File: config.mk
export PLATFORM = sky130hd
export DESIGN_NAME = led_string_fault_sequencer
export DESIGN_NICKNAME = d
export VERILOG_FILES = /design/src/led_seq_pkg.sv /design/src/led_string_fault_sequencer.sv
export SDC_FILE = /design/constraint.sdc
export NUM_CORES = 1
export LEC_CHECK = 0
export ABC_AREA = 1
export BUFFER_PORTS_ARGS = -buffer_cell sky130_fd_sc_hd__buf_2
export CAP_MARGIN = 25
export CORE_ASPECT_RATIO = 1.4
export CORE_MARGIN = 5
export CORE_UTILIZATION = 50
export DETAILED_ROUTE_END_ITERATION = 8
export HOLD_SLACK_MARGIN = 0.1
export PLACE_DENSITY = 0.7
export SLEW_MARGIN = 40
export SYNTH_ARGS = -nofsm -noshare
export SYNTH_HDL_FRONTEND = slang
export SYNTH_SLANG_ARGS = --single-unit
File: constraint.sdc
create_clock -name clk -period 13.1 [get_ports clk]
set_input_delay 1.965 -clock clk [delete_from_list [all_inputs] [get_ports clk]]
set_output_delay 1.965 -clock clk [all_outputs]
set_load 0.01 [all_outputs]
File: src/led_seq_pkg.sv
/*
 Shared constants and types for the LED string fault sequencer.
 Assumes a 20 MHz core clock; all times are derived from CLK_MHZ.
*/
`default_nettype none
package led_seq_pkg;
   localparam int CLK_MHZ      = 20;
   localparam int NCH          = 6;
   localparam int CW           = 20;
   localparam int SW           = 10;
   localparam int QUAL_US      = 40;
   localparam int QUAL_CYC     = QUAL_US * CLK_MHZ;
   localparam int IDLE_MS      = 28;
   localparam int IDLE_CYC     = IDLE_MS * 1000 * CLK_MHZ;
   localparam int SS_US        = 1000;
   localparam int SS_STEPS     = 7;
   localparam int SS_STEP_CYC  = SS_US * CLK_MHZ / SS_STEPS;
   localparam int LIMIT_STEP_MA = 375;
   localparam int OPEN_US      = 6000;
   localparam int OPEN_CYC     = OPEN_US * CLK_MHZ;
   localparam int OPEN_HOT_US  = 800;
   localparam int OPEN_HOT_CYC = OPEN_HOT_US * CLK_MHZ;
   localparam int SENSE_LSB_MV = 50;
   localparam int SHORT_MV     = 8000;
   localparam int SHORT_CODE   = SHORT_MV / SENSE_LSB_MV;

   typedef enum logic [4:0] {
      S_OFF    = 5'h01,
      S_QUAL   = 5'h02,
      S_INRUSH = 5'h04,
      S_SOFT   = 5'h08,
      S_RUN    = 5'h10
   } seq_e;

   typedef struct packed {
      logic overVolt;
      logic hotLow;
      logic inOverCur;
      logic ledStable;
   } prot_s;

   typedef struct packed {
      logic [NCH-1:0] good;
      logic [NCH-1:0] open;
      logic [NCH-1:0] off;
   } chanStat_s;
endpackage
`default_nettype wire

File: src/led_string_fault_sequencer.sv
/*
 Enable qualification, soft-start and per-channel fault sequencing for a
 six-string LED boost driver. Analog comparisons arrive as synchronous
 digital codes and flags; supply lockout acts as a synchronous reset.
*/
// What this block does
// - First high pulse of at least 40us on the dimming input enables operation.
// - Dimming input idle longer than 28ms forces shutdown.
// - Channel current is chopped by the dimming input, giving set current times duty.
// - Boost switching starts only once the fault switch is fully on.
// - Switching ends for the cycle whenever switch current exceeds the present limit.
// - Soft-start limit starts at 375mA, rising seven 375mA steps to 3A.
// - The soft-start steps span 1ms, so 3A holds from 1ms on.
// - Lowest channel sense voltage is feedback when below the short threshold.
// - A channel sensed above 8V is disabled as shorted.
// - A channel reaching 75% of target current is marked good.
// - A good channel falling below 50% of target is flagged open.
// - Overvoltage or low over-temperature flags every not-good channel open at once.
// - Open channels are disabled after a time-out, shorter when hot.
// - Current and short fault declarations wait for stable LED feedback; overvoltage or hot open flags do not.
// - Disabling one channel leaves the others running.
// - Input overcurrent shuts down all output channels.
// - The hot open time-out is 800us.
// - Supply lockout stops switching and resets; restart follows recovery.
`default_nettype none
module led_string_fault_sequencer
   import led_seq_pkg::*;
#(
   parameter int IDLE_P     = IDLE_CYC,
   parameter int SS_STEP_P  = SS_STEP_CYC,
   parameter int OPEN_P     = OPEN_CYC,
   parameter int OPEN_HOT_P = OPEN_HOT_CYC
) (
   input  wire logic                   clk,
   input  wire logic                   rst,
   input  wire logic                   clkEn,
   input  wire logic                   supplyLockout,
   input  wire logic                   enableDimming,
   input  wire logic                   faultSwitchOn,
   input  wire logic [11:0]            switchCurMa,
   input  wire prot_s                  prot,
   input  wire logic [NCH-1:0][SW-1:0] senseCode,
   input  wire logic [SW-1:0]          shortThr,
   input  wire logic [NCH-1:0]         above75,
   input  wire logic [NCH-1:0]         below50,
   output var  logic                   gateSink_q,
   output var  logic                   boostRun_q,
   output var  logic [11:0]            limitMa_q,
   output var  logic                   cycleOff_q,
   output var  logic [NCH-1:0]         chanOn_q,
   output var  logic [SW-1:0]          fbCode_q,
   output var  logic                   fbValid_q,
   output var  chanStat_s              stat_q
);

   // Lockout behaves exactly like reset so every counter and flag restarts.
   logic    rstAll;
   assign rstAll = rst | supplyLockout;

   seq_e           st_q, st_d;
   logic [CW-1:0]  cnt_q, cnt_d;
   logic [CW-1:0]  idle_q, idle_d;
   logic [2:0]     step_q, step_d;
   logic           idleOut;
   logic           gateSink_d, boostRun_d, cycleOff_d, fbValid_d;
   logic [11:0]    limitMa_d;

   assign idleOut = idle_q >= CW'(IDLE_P);

   // Sequencer: qualify, inrush wait, stepped soft-start, run.
   always_comb begin
      st_d   = st_q;
      cnt_d  = cnt_q;
      step_d = step_q;
      // Only a low level counts as idle; a steady high is full brightness.
      if (enableDimming) begin
         idle_d = '0;
      end else if (!idleOut) begin
         idle_d = idle_q + CW'(1);
      end else begin
         idle_d = idle_q;
      end
      unique case (st_q)
         S_OFF: begin
            cnt_d = CW'(1);
            if (enableDimming) begin
               st_d = S_QUAL;
            end
         end
         S_QUAL: begin
            cnt_d = cnt_q + CW'(1);
            if (!enableDimming) begin
               st_d = S_OFF;
            end else if (cnt_q >= CW'(QUAL_CYC)) begin
               st_d = S_INRUSH;
            end
         end
         S_INRUSH: begin
            cnt_d  = '0;
            step_d = '0;
            if (faultSwitchOn) begin
               st_d = S_SOFT;
            end
         end
         S_SOFT: begin
            cnt_d = cnt_q + CW'(1);
            if (cnt_q >= CW'(SS_STEP_P - 1)) begin
               cnt_d  = '0;
               step_d = step_q + 3'h1;
               if (step_q == 3'(SS_STEPS - 1)) begin
                  st_d = S_RUN;
               end
            end
         end
         S_RUN: begin
            cnt_d = '0;
         end
      endcase
      // Idle time-out and input overcurrent drop everything at once.
      if ((st_q != S_OFF) && (st_q != S_QUAL) && (idleOut || prot.inOverCur)) begin
         st_d = S_OFF;
      end
      gateSink_d = (st_d == S_INRUSH) || (st_d == S_SOFT) || (st_d == S_RUN);
      boostRun_d = (st_d == S_SOFT) || (st_d == S_RUN);
      limitMa_d  = 12'((step_d + 4'h1) * LIMIT_STEP_MA);
      // Compared against the limit already in force this cycle.
      cycleOff_d = boostRun_q && (switchCurMa > limitMa_q);
   end

   always_ff @(posedge clk) begin
      if (rstAll) begin
         st_q       <= S_OFF;
         cnt_q      <= '0;
         idle_q     <= '0;
         step_q     <= '0;
         gateSink_q <= 1'h0;
         boostRun_q <= 1'h0;
         limitMa_q  <= 12'h177;
         cycleOff_q <= 1'h0;
      end else if (clkEn) begin
         st_q       <= st_d;
         cnt_q      <= cnt_d;
         idle_q     <= idle_d;
         step_q     <= step_d;
         gateSink_q <= gateSink_d;
         boostRun_q <= boostRun_d;
         limitMa_q  <= limitMa_d;
         cycleOff_q <= cycleOff_d;
      end
   end

   // Per-channel fault tracking. Current and short faults are only judged while the lamp is on,
   // since current is zero in the dimming off time.
   chanStat_s      stat_d;
   logic [NCH-1:0] chanOn_d;
   logic [CW-1:0]  tmr_q [NCH];
   logic [CW-1:0]  tmr_d [NCH];
   logic [SW-1:0]  fbCode_d;

   always_comb begin
      logic          judge;
      logic [CW-1:0] tmo;
      judge = boostRun_q && enableDimming && prot.ledStable;
      tmo   = prot.hotLow ? CW'(OPEN_HOT_P) : CW'(OPEN_P);
      stat_d   = stat_q;
      chanOn_d = '0;
      for (int i = 0; i < NCH; i++) begin
         tmr_d[i] = tmr_q[i];
         if (judge && above75[i]) begin
            stat_d.good[i] = 1'h1;
         end
         if (judge && stat_q.good[i] && below50[i]) begin
            stat_d.open[i] = 1'h1;
         end
         if (boostRun_q && (prot.overVolt || prot.hotLow) && !stat_q.good[i]) begin
            stat_d.open[i] = 1'h1;
         end
         if (judge && (senseCode[i] > SW'(SHORT_CODE))) begin
            stat_d.off[i] = 1'h1;
         end
         if (stat_q.open[i] && !stat_q.off[i]) begin
            tmr_d[i] = tmr_q[i] + CW'(1);
            if (tmr_q[i] >= tmo - CW'(1)) begin
               stat_d.off[i] = 1'h1;
            end
         end
         // Each channel is gated by the shared run and dimming enables and by its own off flag alone.
         chanOn_d[i] = boostRun_d && enableDimming && !stat_d.off[i];
         if (st_d == S_OFF) begin
            tmr_d[i] = '0;
         end
      end
      if (st_d == S_OFF) begin
         stat_d = '0;
      end
   end

   // Dynamic headroom: the lowest live channel sets the boost feedback.
   always_comb begin
      fbCode_d = '1;
      for (int i = 0; i < NCH; i++) begin
         if (!stat_q.off[i] && (senseCode[i] < fbCode_d)) begin
            fbCode_d = senseCode[i];
         end
      end
      fbValid_d = boostRun_q && (fbCode_d < shortThr);
   end

   always_ff @(posedge clk) begin
      if (rstAll) begin
         stat_q    <= '0;
         chanOn_q  <= '0;
         fbCode_q  <= '0;
         fbValid_q <= 1'h0;
         for (int i = 0; i < NCH; i++) begin
            tmr_q[i] <= '0;
         end
      end else if (clkEn) begin
         stat_q    <= stat_d;
         chanOn_q  <= chanOn_d;
         fbCode_q  <= fbCode_d;
         fbValid_q <= fbValid_d;
         for (int i = 0; i < NCH; i++) begin
            tmr_q[i] <= tmr_d[i];
         end
      end
   end
endmodule
`default_nettype wire

* Yosys cells after proc, flatten, opt, wreduce, memory -nomap -nowiden
Memory sizes are Yosys's and may differ from the RTL's.
Index checks and enable logic that the tools add are counted.
** Storage, ports and cells
- Memories kept :: 1
- Output and inout bits :: 50
- Word-level logic and storage cells :: 266
- Register bits after elaboration :: 98
- Input port bits :: 104
- Bits in writable memories :: 120
** Cells by class
- Bitwise logic cells :: 7
- Order comparisons :: 23
- Add/sub/neg operators :: 11
- Reductions and logical operators :: 105
- Eq/ne operators :: 13
- Muxes and demuxes :: 81
- Multipliers :: 1
** Memories
- tmr_q :: depth 6, bits a word 20, rd ports 6, clocked after memory_dff 0, wr ports 6, line led_string_fault_sequencer.sv:156 : logic [CW-1:0] tmr_q [NCH];
** Operators by type and width (number)
- $mux W20 :: 21
- $add A20 B1 Y20 const B :: 8
- $ge A20 B20 Y1 :: 6
- $pmux W20 S4 :: 1
- $gt A10 B8 Y1 const B :: 6
- $lt A10 B10 Y1 :: 6
- $mux W10 :: 6
- $logic_and A1 B1 Y1 :: 56
- $mux W1 :: 41
- $mux W5 :: 7
- $reduce_and A2 Y1 :: 13
- $ge A20 B10 Y1 const B :: 1
- $ge A20 B12 Y1 const B :: 1
- $ge A20 B20 Y1 const B :: 1
- $pmux W5 S4 :: 1
- $logic_not A1 Y1 :: 18
- $mux W18 :: 1
- $reduce_bool A3 Y1 :: 6
- $sub A17 B1 Y18 const B :: 1
- $mux W17 :: 1
- $gt A12 B12 Y1 :: 1
- $mul A4 B9 Y12 const B :: 1
- $reduce_bool A2 Y1 :: 6
- $eq A5 B1 Y1 const B :: 2
- 16 further kinds :: 29

* Longest topological paths before layout
Gate-level depths: netlist of the first run.
- Depth after elaboration :: 20
- Depth in mapped cells :: 72

* Least setup slack after synthesis of the first run
No wires, ideal clock.
- Path type :: input to register
- Start :: input port senseCode[7] in the netlist's numbering
- End :: register fbValid_q
- Slack :: 2.961 ns
- Arrival :: 10.027 ns
- Cell stages on the path :: 65
- Required time :: 12.988 ns
- Buffers on the path :: 5
- Path through :: nand2_1 nor2_1 nand3_1 nand2_1 nor2_1 ha_1 nand2_1 nor2_1 nand3_1 a21oi_1 nand4_1 nor2_2 nor2_4 nand2_4 clkbuf_1 nand2_1 o21ai_0 ha_1 [29 not listed] ha_1 a21oi_1 nor2_1 a211oi_1 o21ai_0 a31oi_1 nand2_2 inv_2 buf_6 o21a_1 inv_1 ha_1 a21oi_1 nand3b_1 a21oi_1 nor2_1 nand2_1 nand2_1
** On the way
- Longest elaborated chain between the ends :: 20
** Ends and longest elaborated chain
- from (decl) :: line led_string_fault_sequencer.sv:42 : input wire logic [NCH-1:0][SW-1:0] senseCode,
- $lt A10 B10 Y1 :: line led_string_fault_sequencer.sv:202 : if (!stat_q.off[i] && (senseCode[i] < fbCode_d)) begin
- $logic_and A1 B1 Y1 :: line led_string_fault_sequencer.sv:202
- $mux W10 (*) :: line led_string_fault_sequencer.sv:202
- $lt A10 B10 Y1 :: line led_string_fault_sequencer.sv:202
- $logic_and A1 B1 Y1 :: line led_string_fault_sequencer.sv:202
- $mux W10 (*) :: line led_string_fault_sequencer.sv:202
- $lt A10 B10 Y1 :: line led_string_fault_sequencer.sv:202
- $logic_and A1 B1 Y1 :: line led_string_fault_sequencer.sv:202
- [5 not listed]
- $logic_and A1 B1 Y1 :: line led_string_fault_sequencer.sv:202
- $mux W10 (*) :: line led_string_fault_sequencer.sv:202
- $lt A10 B10 Y1 :: line led_string_fault_sequencer.sv:202
- $logic_and A1 B1 Y1 :: line led_string_fault_sequencer.sv:202
- $mux W10 (*) :: line led_string_fault_sequencer.sv:202
- net fbCode_d[3] :: line led_string_fault_sequencer.sv:158 : logic [SW-1:0] fbCode_d;
- $lt A10 B10 Y1 (*) :: line led_string_fault_sequencer.sv:206 : fbValid_d = boostRun_q && (fbCode_d < shortThr);
- $logic_and A1 B1 Y1 (*) :: line led_string_fault_sequencer.sv:206
- to (signal assigned) :: line led_string_fault_sequencer.sv:222 : fbValid_q <= fbValid_d;
- to (decl) :: line led_string_fault_sequencer.sv:52 : output var logic fbValid_q,
The timed path passes the listed nets; every way through them passes the cells marked *.
A chain may end at the register's enable or synchronous reset.

* Worst setup path in the final report of the first run
- Start :: input port senseCode[1] in the netlist's numbering
- End :: register fbValid_q
Same word-level chain as after synthesis.

==> reports/results.tsv, run 1 <==
metric	value	unit
initial antenna violation count	1	
Die ar.	32790	sq um
routed len/inst	15.08	microns
vias per cell	5.455	
share of cells above drive strength 1	0.1171	
Startpoint Class	input pin	
Place WS	2.000	ns
DRT Wirelength	36370	microns
Initial Utilization	0.5042	
core box area	28980	sq um
GP Congestion	0.9443	
maxcap violations	0	
RSZ-0062 raised after global routing	false	
clock sinks	216	
post-route ant nets	0	
power share of the sequential group	0.418	
final net count	2260	
final setup TNS	0	ns
Total Routing Usage GR	0.2173	
Clk pwr share	0.370	
hold_buf cts	0	
CP endpoint kind	flip-flop	
largest cells by area after synthesis	edfxtp_1, dfxtp_1, ha_1	
Die Y-Extent	212.3	microns
1st-pass router iterations	5	
synth-to-layout area growth	13.33	%
Clock Skews	0.01049	ns
Worst-Margin Slew	0.7186	ns
final setup margin	2.468	ns
Max Slew Vio Count	0	
Cell Rows	74	
post-synth top area share	0.2466	
largest net degree at the start of global routing	93	
via count	13158	
switching pwr	0.0005527	W
Post-synth top flop	edfxtp_1	
die width	154.5	microns
CP Max Fanout	19	
Sw Share	0.2998	
Pleak	7.323	nW
Worst IR Drop VDD	0.1016	mV
fillers	2659	
# diodes	0	
number of flops mapped to enable cells by yosys	120	
YS warnings	0	
clock tree buffer depth	3	
CTS tree	built	
Cell Area, Synth	14610	sq um
Final Cycle Share	0.8116	
IO buf count	153	
TritonCTS Buffers	23	
Min-Delay Path Class	reg2reg	
Clk pin slew, worst setup/hold paths	0.06	ns
number of remaining DRC errors	0	
final setup fails	0	
Post-Syn Nets	2112	
internal power	0.001291	W
CTS-repair resized insts	0	
area leader, netlist	edfxtp_1	
Max-slew headroom	0.5209	
Gate power share	0.212	
grt total ovfl	0	
Root Driver	clkbuf_16	
ys async rst share	0	
sequential-to-total area share from yosys stat	0.3781	
outcome	complete, no violations	
total power	0.001844	W
DP HPWL	27730	microns
Critical-path top delay cell	a2111oi_0	
Setup Fix Bufs, Post-CTS	0	
# IOs	154	
PwrDens	111.3	nW/um^2
post-synthesis register bit count	216	
Iteration-0 DRC Markers	662	
synth unique cells	60	
WP data required	13.51	ns
fin crit period	10.63	ns
Worst Path Class, Setup	in2reg	
Max stage delay on crit path	0.42	ns
Syn Inst Count	1868	
vias in the first global route	13075	
fmax	94.05	MHz
CP arrival	11.05	ns
Avg Inst Size Synth	7.823	sq um
CP most frequent cell	nand2_1	
Clk Latency, worst-skew pair	0.52	ns
Final Hold Fails	0	
r2r setup slk	3.71	ns
htree depth	1	
first-pass GRT wire length	60000	microns
-- worst max-delay path, delay by kind of cell --
family / cells / cell delay, ns
AO/OA/AOI/OAI: 17 / 3.69
AND/OR/NAND/NOR: 29 / 2.78
adder cells (fa/ha/maj): 6 / 1.80
buffers and inverters: 7 / 0.77
-- cells by family after synthesis --
group	Yosys count	synth area share
AND/OR/NAND/NOR	813	0.2516
XOR/XNOR	44	0.02637
AO/OA/AOI/OAI	336	0.1384
buffers and inverters	319	0.08305
adder cells (fa/ha/maj)	140	0.1224
flip-flops	216	0.3781
-- state kept, by name (all words and copies together) (netlist names) --
name and flops:
fbCode_q 10, step_q 3, gateSink_q 1, cycleOff_q 1, tmr_q 120, fbValid_q 1, boostRun_q 1, st_q 5
limitMa_q 10, chanOn_q 6, stat_q 18, idle_q 20, cnt_q 20
-- power by group through the flow --
stage                     clock, W  combinational, W  sequential [W]
final                     0.000683          0.000391        0.000770
after floorplan                  0          0.000283        0.000780
after global placement           0          0.000377        0.000784
after CTS                 0.000698          0.000390        0.000770
after global routing      0.000725          0.000447        0.000775
after detailed placement         0          0.000387        0.000784
-- layer usage --
| layer | share of wire | GRT usage | up-vias |
|---|---|---|---|
| met5 | 0.00049 | 0 | - |
| met4 | 0.039 | 0.08653 | 2 |
| met3 | 0.049 | 0.03380 | 102 |
| met2 | 0.50 | 0.4029 | 330 |
| met1 | 0.41 | 0.2491 | 6056 |
| li1 | - | - | 6668 |
-- through the flow --
stage	area (sq um)	hold WS, ns	util	cells
CTS	16560	0.4609	0.5713	2412
global route	16560	0.4826	0.5715	2412
floorplan	14610	0.4415	-	1868
finish	16560	0.4580	0.5715	2412
global placement	15760	0.4373	0.5437	2371
detailed placement	15770	0.4447	0.5443	2371
-- final timing paths --
path                start          end  cells after the start
max          senseCode[1]    fbValid_q                     59
min           chanOn_q[0]  chanOn_q[0]                      2
max reg2reg     stat_q[0]    fbValid_q                     56
min reg2reg   chanOn_q[0]  chanOn_q[0]                      2
-- cells in the mapped netlist, drive strengths merged, types with 8 or more instances --
| master | n |
|---|---|
| a31oi | 19 |
| a21oi | 96 |
| nor3 | 51 |
| nand4 | 29 |
| dfxtp | 96 |
| o31ai | 15 |
| nor3b | 39 |
| o21bai | 8 |
| nand2 | 328 |
| inv | 282 |
| edfxtp | 120 |
| ha | 135 |
| clkbuf | 32 |
| nor4 | 18 |
| o211ai | 8 |
| xor2 | 27 |
| nand3 | 121 |
| xnor2 | 17 |
| o21a | 9 |
| o21ai | 106 |
| nor2 | 204 |
| o22ai | 17 |
| a211oi | 14 |
-- layout make-up --
type                       instances  area [sq um]  area share
tap                              380         475.5     0.02871
timing repair buffer             159         814.5     0.04918
clock buffer                      35         694.4     0.04193
inverter                         283          1062     0.06414
multi-input combinational       1333          7901      0.4771
clock inverter                     6         87.58    0.005289
sequential                       216          5525      0.3336
-- cells in the final DEF, fill, tap and decap left out, drive strengths merged, types with 3 or more instances in the layout --
| cell | Yosys | routed |
|---|---|---|
| a2111oi | 3 | 3 |
| a211oi | 14 | 14 |
| a21boi | 7 | 7 |
| a21o | 5 | 5 |
| a21oi | 96 | 96 |
| a31o | 3 | 3 |
| a31oi | 19 | 19 |
| and3 | 7 | 7 |
| buf | 4 | 159 |
| clkbuf | 32 | 35 |
| clkinv | 1 | 5 |
| dfxtp | 96 | 96 |
| edfxtp | 120 | 120 |
| fa | 5 | 5 |
| ha | 135 | 135 |
| inv | 282 | 282 |
| nand2 | 328 | 328 |
| nand3 | 121 | 121 |
| nand4 | 29 | 29 |
| nor2 | 204 | 204 |
| nor3 | 51 | 51 |
| nor3b | 39 | 39 |
| nor4 | 18 | 18 |
| o2111ai | 3 | 3 |
| o211ai | 8 | 8 |
| o21a | 9 | 9 |
| o21ai | 106 | 106 |
| o21bai | 8 | 8 |
| o22ai | 17 | 17 |
| o31ai | 15 | 15 |
| o32ai | 4 | 4 |
| o41ai | 5 | 5 |
| or2 | 7 | 7 |
| or4 | 3 | 3 |
| xnor2 | 17 | 17 |
| xor2 | 27 | 27 |
No activity file was read; power rests on OpenSTA's default activity.
==> run 2, diff against run 1 <==
Settings changed: PLACE_DENSITY 0.7 to 0.72.
Clock period 13.1 ns to 9.5 ns, I/O delays scaled along.
==> run 2 against run 1 <==
Clock power is 31% higher. Critical path type unchanged. Worst hold slack lost 0.0033 ns. Register-to-register slack worse by 2.7 ns. First-iteration DRC count down 8.3%.
==> reports/results.tsv, run 2 (synthesis gave the netlist of run 1 again) <==
metric	value	unit
outcome	complete, no violations	
number of remaining DRC errors	0	
Cell Rows	74	
core box area	28980	sq um
Die ar.	32790	sq um
Gate power share	0.272	
Critical-path top delay cell	ha_1	
Iteration-0 DRC Markers	607	
fin crit period	9.133	ns
internal power	0.001842	W
CP arrival	9.60	ns
Clk Latency, worst-skew pair	0.53	ns
WP data required	9.97	ns
vias per cell	5.510	
final setup fails	0	
PwrDens	157.2	nW/um^2
share of cells above drive strength 1	0.1590	
1st-pass router iterations	5	
delay-heaviest family, CP	simple AND/OR/NAND/NOR gates	
Final Cycle Share	0.9613	
Root Driver	clkbuf_16	
Die Y-Extent	212.3	microns
final setup TNS	0	ns
Worst IR Drop VDD	0.1572	mV
fmax	109.5	MHz
maxcap violations	0	
biggest regs	tmr_q: 120 flops, cnt_q: 20 flops, idle_q: 20 flops	
switching pwr	0.0008492	W
Total Routing Usage GR	0.2146	
most common cell after layout, fill and taps aside	nand2_1	
Non-Filler Instances	2457	
Final Util	0.5907	
Clk pwr share	0.333	
CTS tree	built	
power share of the sequential group	0.395	
htree depth	1	
largest net degree at the start of global routing	63	
die width	154.5	microns
first-pass GRT wire length	59540	microns
total power	0.002691	W
Min-Delay Path Class	reg2reg	
vias in the first global route	12856	
hold_buf cts	0	
most flop-heavy register	tmr_q	
CP Buf/Inv Count	9	
clock tree buffer depth	3	
Pleak	7.554	nW
DRT Wirelength	37600	microns
grt total ovfl	0	
via count	13537	
Clock Skews	0.01660	ns
final net count	2303	
TritonCTS Buffers	23	
IO buf count	153	
CP Max Fanout	8	
most frequent cells in the layout	nand2_1, inv_1, nor2_1, buf_2, ha_1	
Max stage delay on crit path	0.35	ns
routed len/inst	15.30	microns
Final Hold Fails	0	
initial antenna violation count	2	
synth-to-layout area growth	17.14	%
Sw Share	0.3156	
CP endpoint kind	flip-flop	
clock sinks	216	
Worst Path Class, Setup	in2reg	
Max-slew headroom	0.4945	
Max Slew Vio Count	0	
CP most frequent cell	nand2_1	
GP Congestion	0.9649	
DP HPWL	27760	microns
Startpoint Class	input pin	
Worst-Margin Slew	0.7582	ns
Clk pin slew, worst setup/hold paths	0.06	ns
post-route ant nets	0	
max reg flops	120	
Initial Utilization	0.5042	
# IOs	154	
Placed Instances	2389	
-- run 2: cell types whose count changed in the layout (fill, tap and decap cells not counted), sizes merged --
cell,before,now
buf,159,197
bufinv,2,0
clkbuf,35,31
clkinv,5,10
clkinvlp,0,2
diode,0,1
inv,282,283
nand2,328,332
-- run 2: worst paths after layout --
check / startpoint / to / slack (ns) / cells past startpoint
setup / recovery: senseCode[5] / fbValid_q / 0.37 / 68
hold reg to reg: chanOn_q[2] / chanOn_q[2] / 0.45 / 2
hold / removal: chanOn_q[2] / chanOn_q[2] / 0.45 / 2
setup reg to reg: stat_q[0] / fbValid_q / 1.02 / 65
-- run 2: final cells by class --
cell class / instances / area [sq um]
Fill cell: 2541 / 11860
Multi-Input combinational cell: 1337 / 8180
Sequential cell: 216 / 5525
Timing Repair Buffer: 197 / 1105
Inverter: 283 / 1072
Clock buffer: 31 / 683.2
Tap cell: 380 / 475.5
Clock inverter: 11 / 68.82
Timing Repair inverter: 1 / 5.005
Antenna cell: 1 / 2.502
-- run 2: stage by stage --
stage / instance area (sq um) / setup slack, ns / hold WS, ns
6_report: 17120 / 0.3674 / 0.4547
5_1_grt: 17120 / -0.3247 / 0.4855
4_1_cts: 16660 / 0.005414 / 0.4578
3_5_place_dp: 15910 / -0.7131 / 0.4381
3_3_place_gp: 15900 / -0.2411 / 0.4380
2_1_floorplan: 14620 / 0.02327 / 0.4415
-- run 2: power groups by stage --
stage,Clock [W],Combinational (W),Sequential (W)
2_1_floorplan,0,0.000390,0.00108
3_3_place_gp,0,0.000558,0.00108
3_5_place_dp,0,0.000574,0.00108
4_1_cts,0.000909,0.000580,0.00106
5_1_grt,0.000951,0.000812,0.00107
6_report,0.000896,0.000733,0.00106
-- run 2: worst min-delay path: stages, from the launching register on --
cell     delay [ns]
dfxtp_1        0.32
nand2_1        0.05
o21ai_0        0.05
-- run 2: routing by layer --
layer / global-route usage / up-vias / routed length [microns]
met3: 0.03462 / 94 / 1887
met2: 0.3929 / 347 / 18790
met4: 0.08927 / 2 / 1494
met1: 0.2477 / 6321 / 15410
met5: 0 / - / 11
li1: - / 6773 / -
-- run 2: what timing repair did --
action | CTS | global route
resized for setup | 3 | 77
setup endpoints to repair | 1 | 10
setup buffers | 0 | 19
pin swaps | 0 | 43
cloned | 0 | 6
==> run 3, diff against run 2 <==
Clock period 9.5 ns to 7.35 ns, I/O delays scaled along.
==> run 3 against run 2 <==
The flow now finishes with violations (setup timing). Register-to-register slack lost 1.9 ns. Core utilization grew 4.9 points. Die area is the same. Power grew 47%. Via count grew 5.6%. Clock power grew 36%.
==> reports/results.tsv, run 3 (synthesis gave the netlist of run 1 again) <==
metric	value	unit
CTS tree	built	
Clk pwr share	0.307	
DP HPWL	29740	microns
die width	154.5	microns
synth-to-layout area growth	26.80	%
Iteration-0 DRC Markers	892	
Max-slew headroom	0.4585	
hold_buf cts	0	
1st-pass router iterations	7	
grt total ovfl	0	
max reg flops	120	
biggest regs	tmr_q: 120 flops, cnt_q: 20 flops, idle_q: 20 flops	
TritonCTS Buffers	23	
Max Slew Vio Count	0	
Clk Latency, worst-skew pair	0.52	ns
CP endpoint kind	flip-flop	
DRT Wirelength	42890	microns
Worst IR Drop VDD	0.2083	mV
vias per cell	5.553	
internal power	0.002724	W
RSZ-0062 raised after global routing	true	
most frequent cells in the layout	nand2_1, inv_1, nor2_1, buf_2, buf_4	
power share of the sequential group	0.346	
maxcap violations	0	
Clock Skews	0.01075	ns
Die ar.	32790	sq um
Worst-Margin Slew	0.8122	ns
Place WS	-2.200	ns
via count	14294	
Placed Instances	2475	
htree depth	1	
Critical-path top delay cell	ha_1	
Total Routing Usage GR	0.2366	
first-pass GRT wire length	65130	microns
GP Congestion	1.017	
final setup margin	-1.253	ns
Die Y-Extent	212.3	microns
initial antenna violation count	5	
most flop-heavy register	tmr_q	
CP most frequent cell	buf_6	
post-route ant nets	0	
switching pwr	0.001243	W
Worst Path Class, Setup	in2reg	
WHS	0.4598	ns
most common cell after layout, fill and taps aside	nand2_1	
Max stage delay on crit path	0.29	ns
Non-Filler Instances	2574	
PwrDens	214.1	nW/um^2
Pleak	8.249	nW
routed len/inst	16.66	microns
fmax	116.2	MHz
largest net degree at the start of global routing	78	
Root Driver	clkbuf_16	
Initial Utilization	0.5042	
outcome	finished, violations left	
IO buf count	153	
final setup fails	11	
Final Hold Fails	0	
core box area	28980	sq um
clock sinks	216	
# IOs	154	
Clk pin slew, worst setup/hold paths	0.07	ns
Min-Delay Path Class	reg2reg	
share of cells above drive strength 1	0.2248	
Gate power share	0.347	
Sw Share	0.3134	
final net count	2416	
WP data required	7.79	ns
clock tree buffer depth	3	
Cell Rows	74	
total power	0.003967	W
vias in the first global route	13929	
fin crit period	8.603	ns
CP Max Fanout	8	
Final Cycle Share	1.171	
violated checks	setup timing	
Startpoint Class	input pin	
CP arrival	9.04	ns
number of remaining DRC errors	0	
run 3: power by group through the flow:
| stage | Combinational (W) | Clock [W] | Sequential [W] |
|---|---|---|---|
| after floorplan | 0.000523 | 0 | 0.00139 |
| after global placement | 0.000862 | 0 | 0.00140 |
| after detailed placement | 0.000884 | 0 | 0.00140 |
| after CTS | 0.00111 | 0.00124 | 0.00137 |
| after global routing | 0.00149 | 0.00129 | 0.00138 |
| final | 0.00138 | 0.00122 | 0.00137 |
run 3: worst max-delay path, delay by kind of cell:
family,cells,cell delay [ns]
and+or+nand+nor,30,2.62
AOI/OAI and AO/OA,13,2.06
buffers and inverters,18,1.88
adders and majority gates,5,1.32
run 3: per-stage QoR:
stage / setup TNS (ns) / cell area, sq um / utilization
2_1_floorplan: -11.83 / 14680 / -
3_3_place_gp: -13.08 / 16560 / 0.5715
3_5_place_dp: -17.96 / 16570 / 0.5719
4_1_cts: -2.027 / 17930 / 0.6189
5_1_grt: -12.71 / 18530 / 0.6393
6_report: -8.123 / 18530 / 0.6394
run 3: area by class of cell:
cell class                 count  area, sq um
multi-input combinational   1336         8554
clock inverter                11        132.6
clock buffer                  31        655.6
fill                        2420        10450
timing repair inverter         2        12.51
sequential                   216         5525
tap                          380        475.5
timing repair buffer         310         2093
antenna                        5        12.51
inverter                     283         1067
run 3: path summary, 6_finish.rpt:
| path | startpoint | endpoint | slack [ns] | cells past startpoint |
|---|---|---|---|---|
| hold / removal | fbCode_q[6] | fbCode_q[6] | 0.46 | 2 |
| setup / recovery | senseCode[0] | fbCode_q[0] | -1.25 | 66 |
| hold reg to reg | fbCode_q[6] | fbCode_q[6] | 0.46 | 2 |
| setup reg to reg | stat_q[0] | fbCode_q[0] | -0.83 | 62 |
run 3: what timing repair did:
item                       4_1_cts  5_1_grt
cloned                           6        0
setup endpoints to repair       11       11
resized for setup               94       94
pin swaps                       49       43
buffers inserted                33       22
run 3: metal layers:
layer  vias to the layer above  global-route usage  share of wire
met4                         2              0.1264          0.069
met5                         -                   0        0.00016
li1                       7007                   -              -
met2                       499              0.4255           0.49
met1                      6594              0.2687           0.39
met3                       192             0.03706          0.056
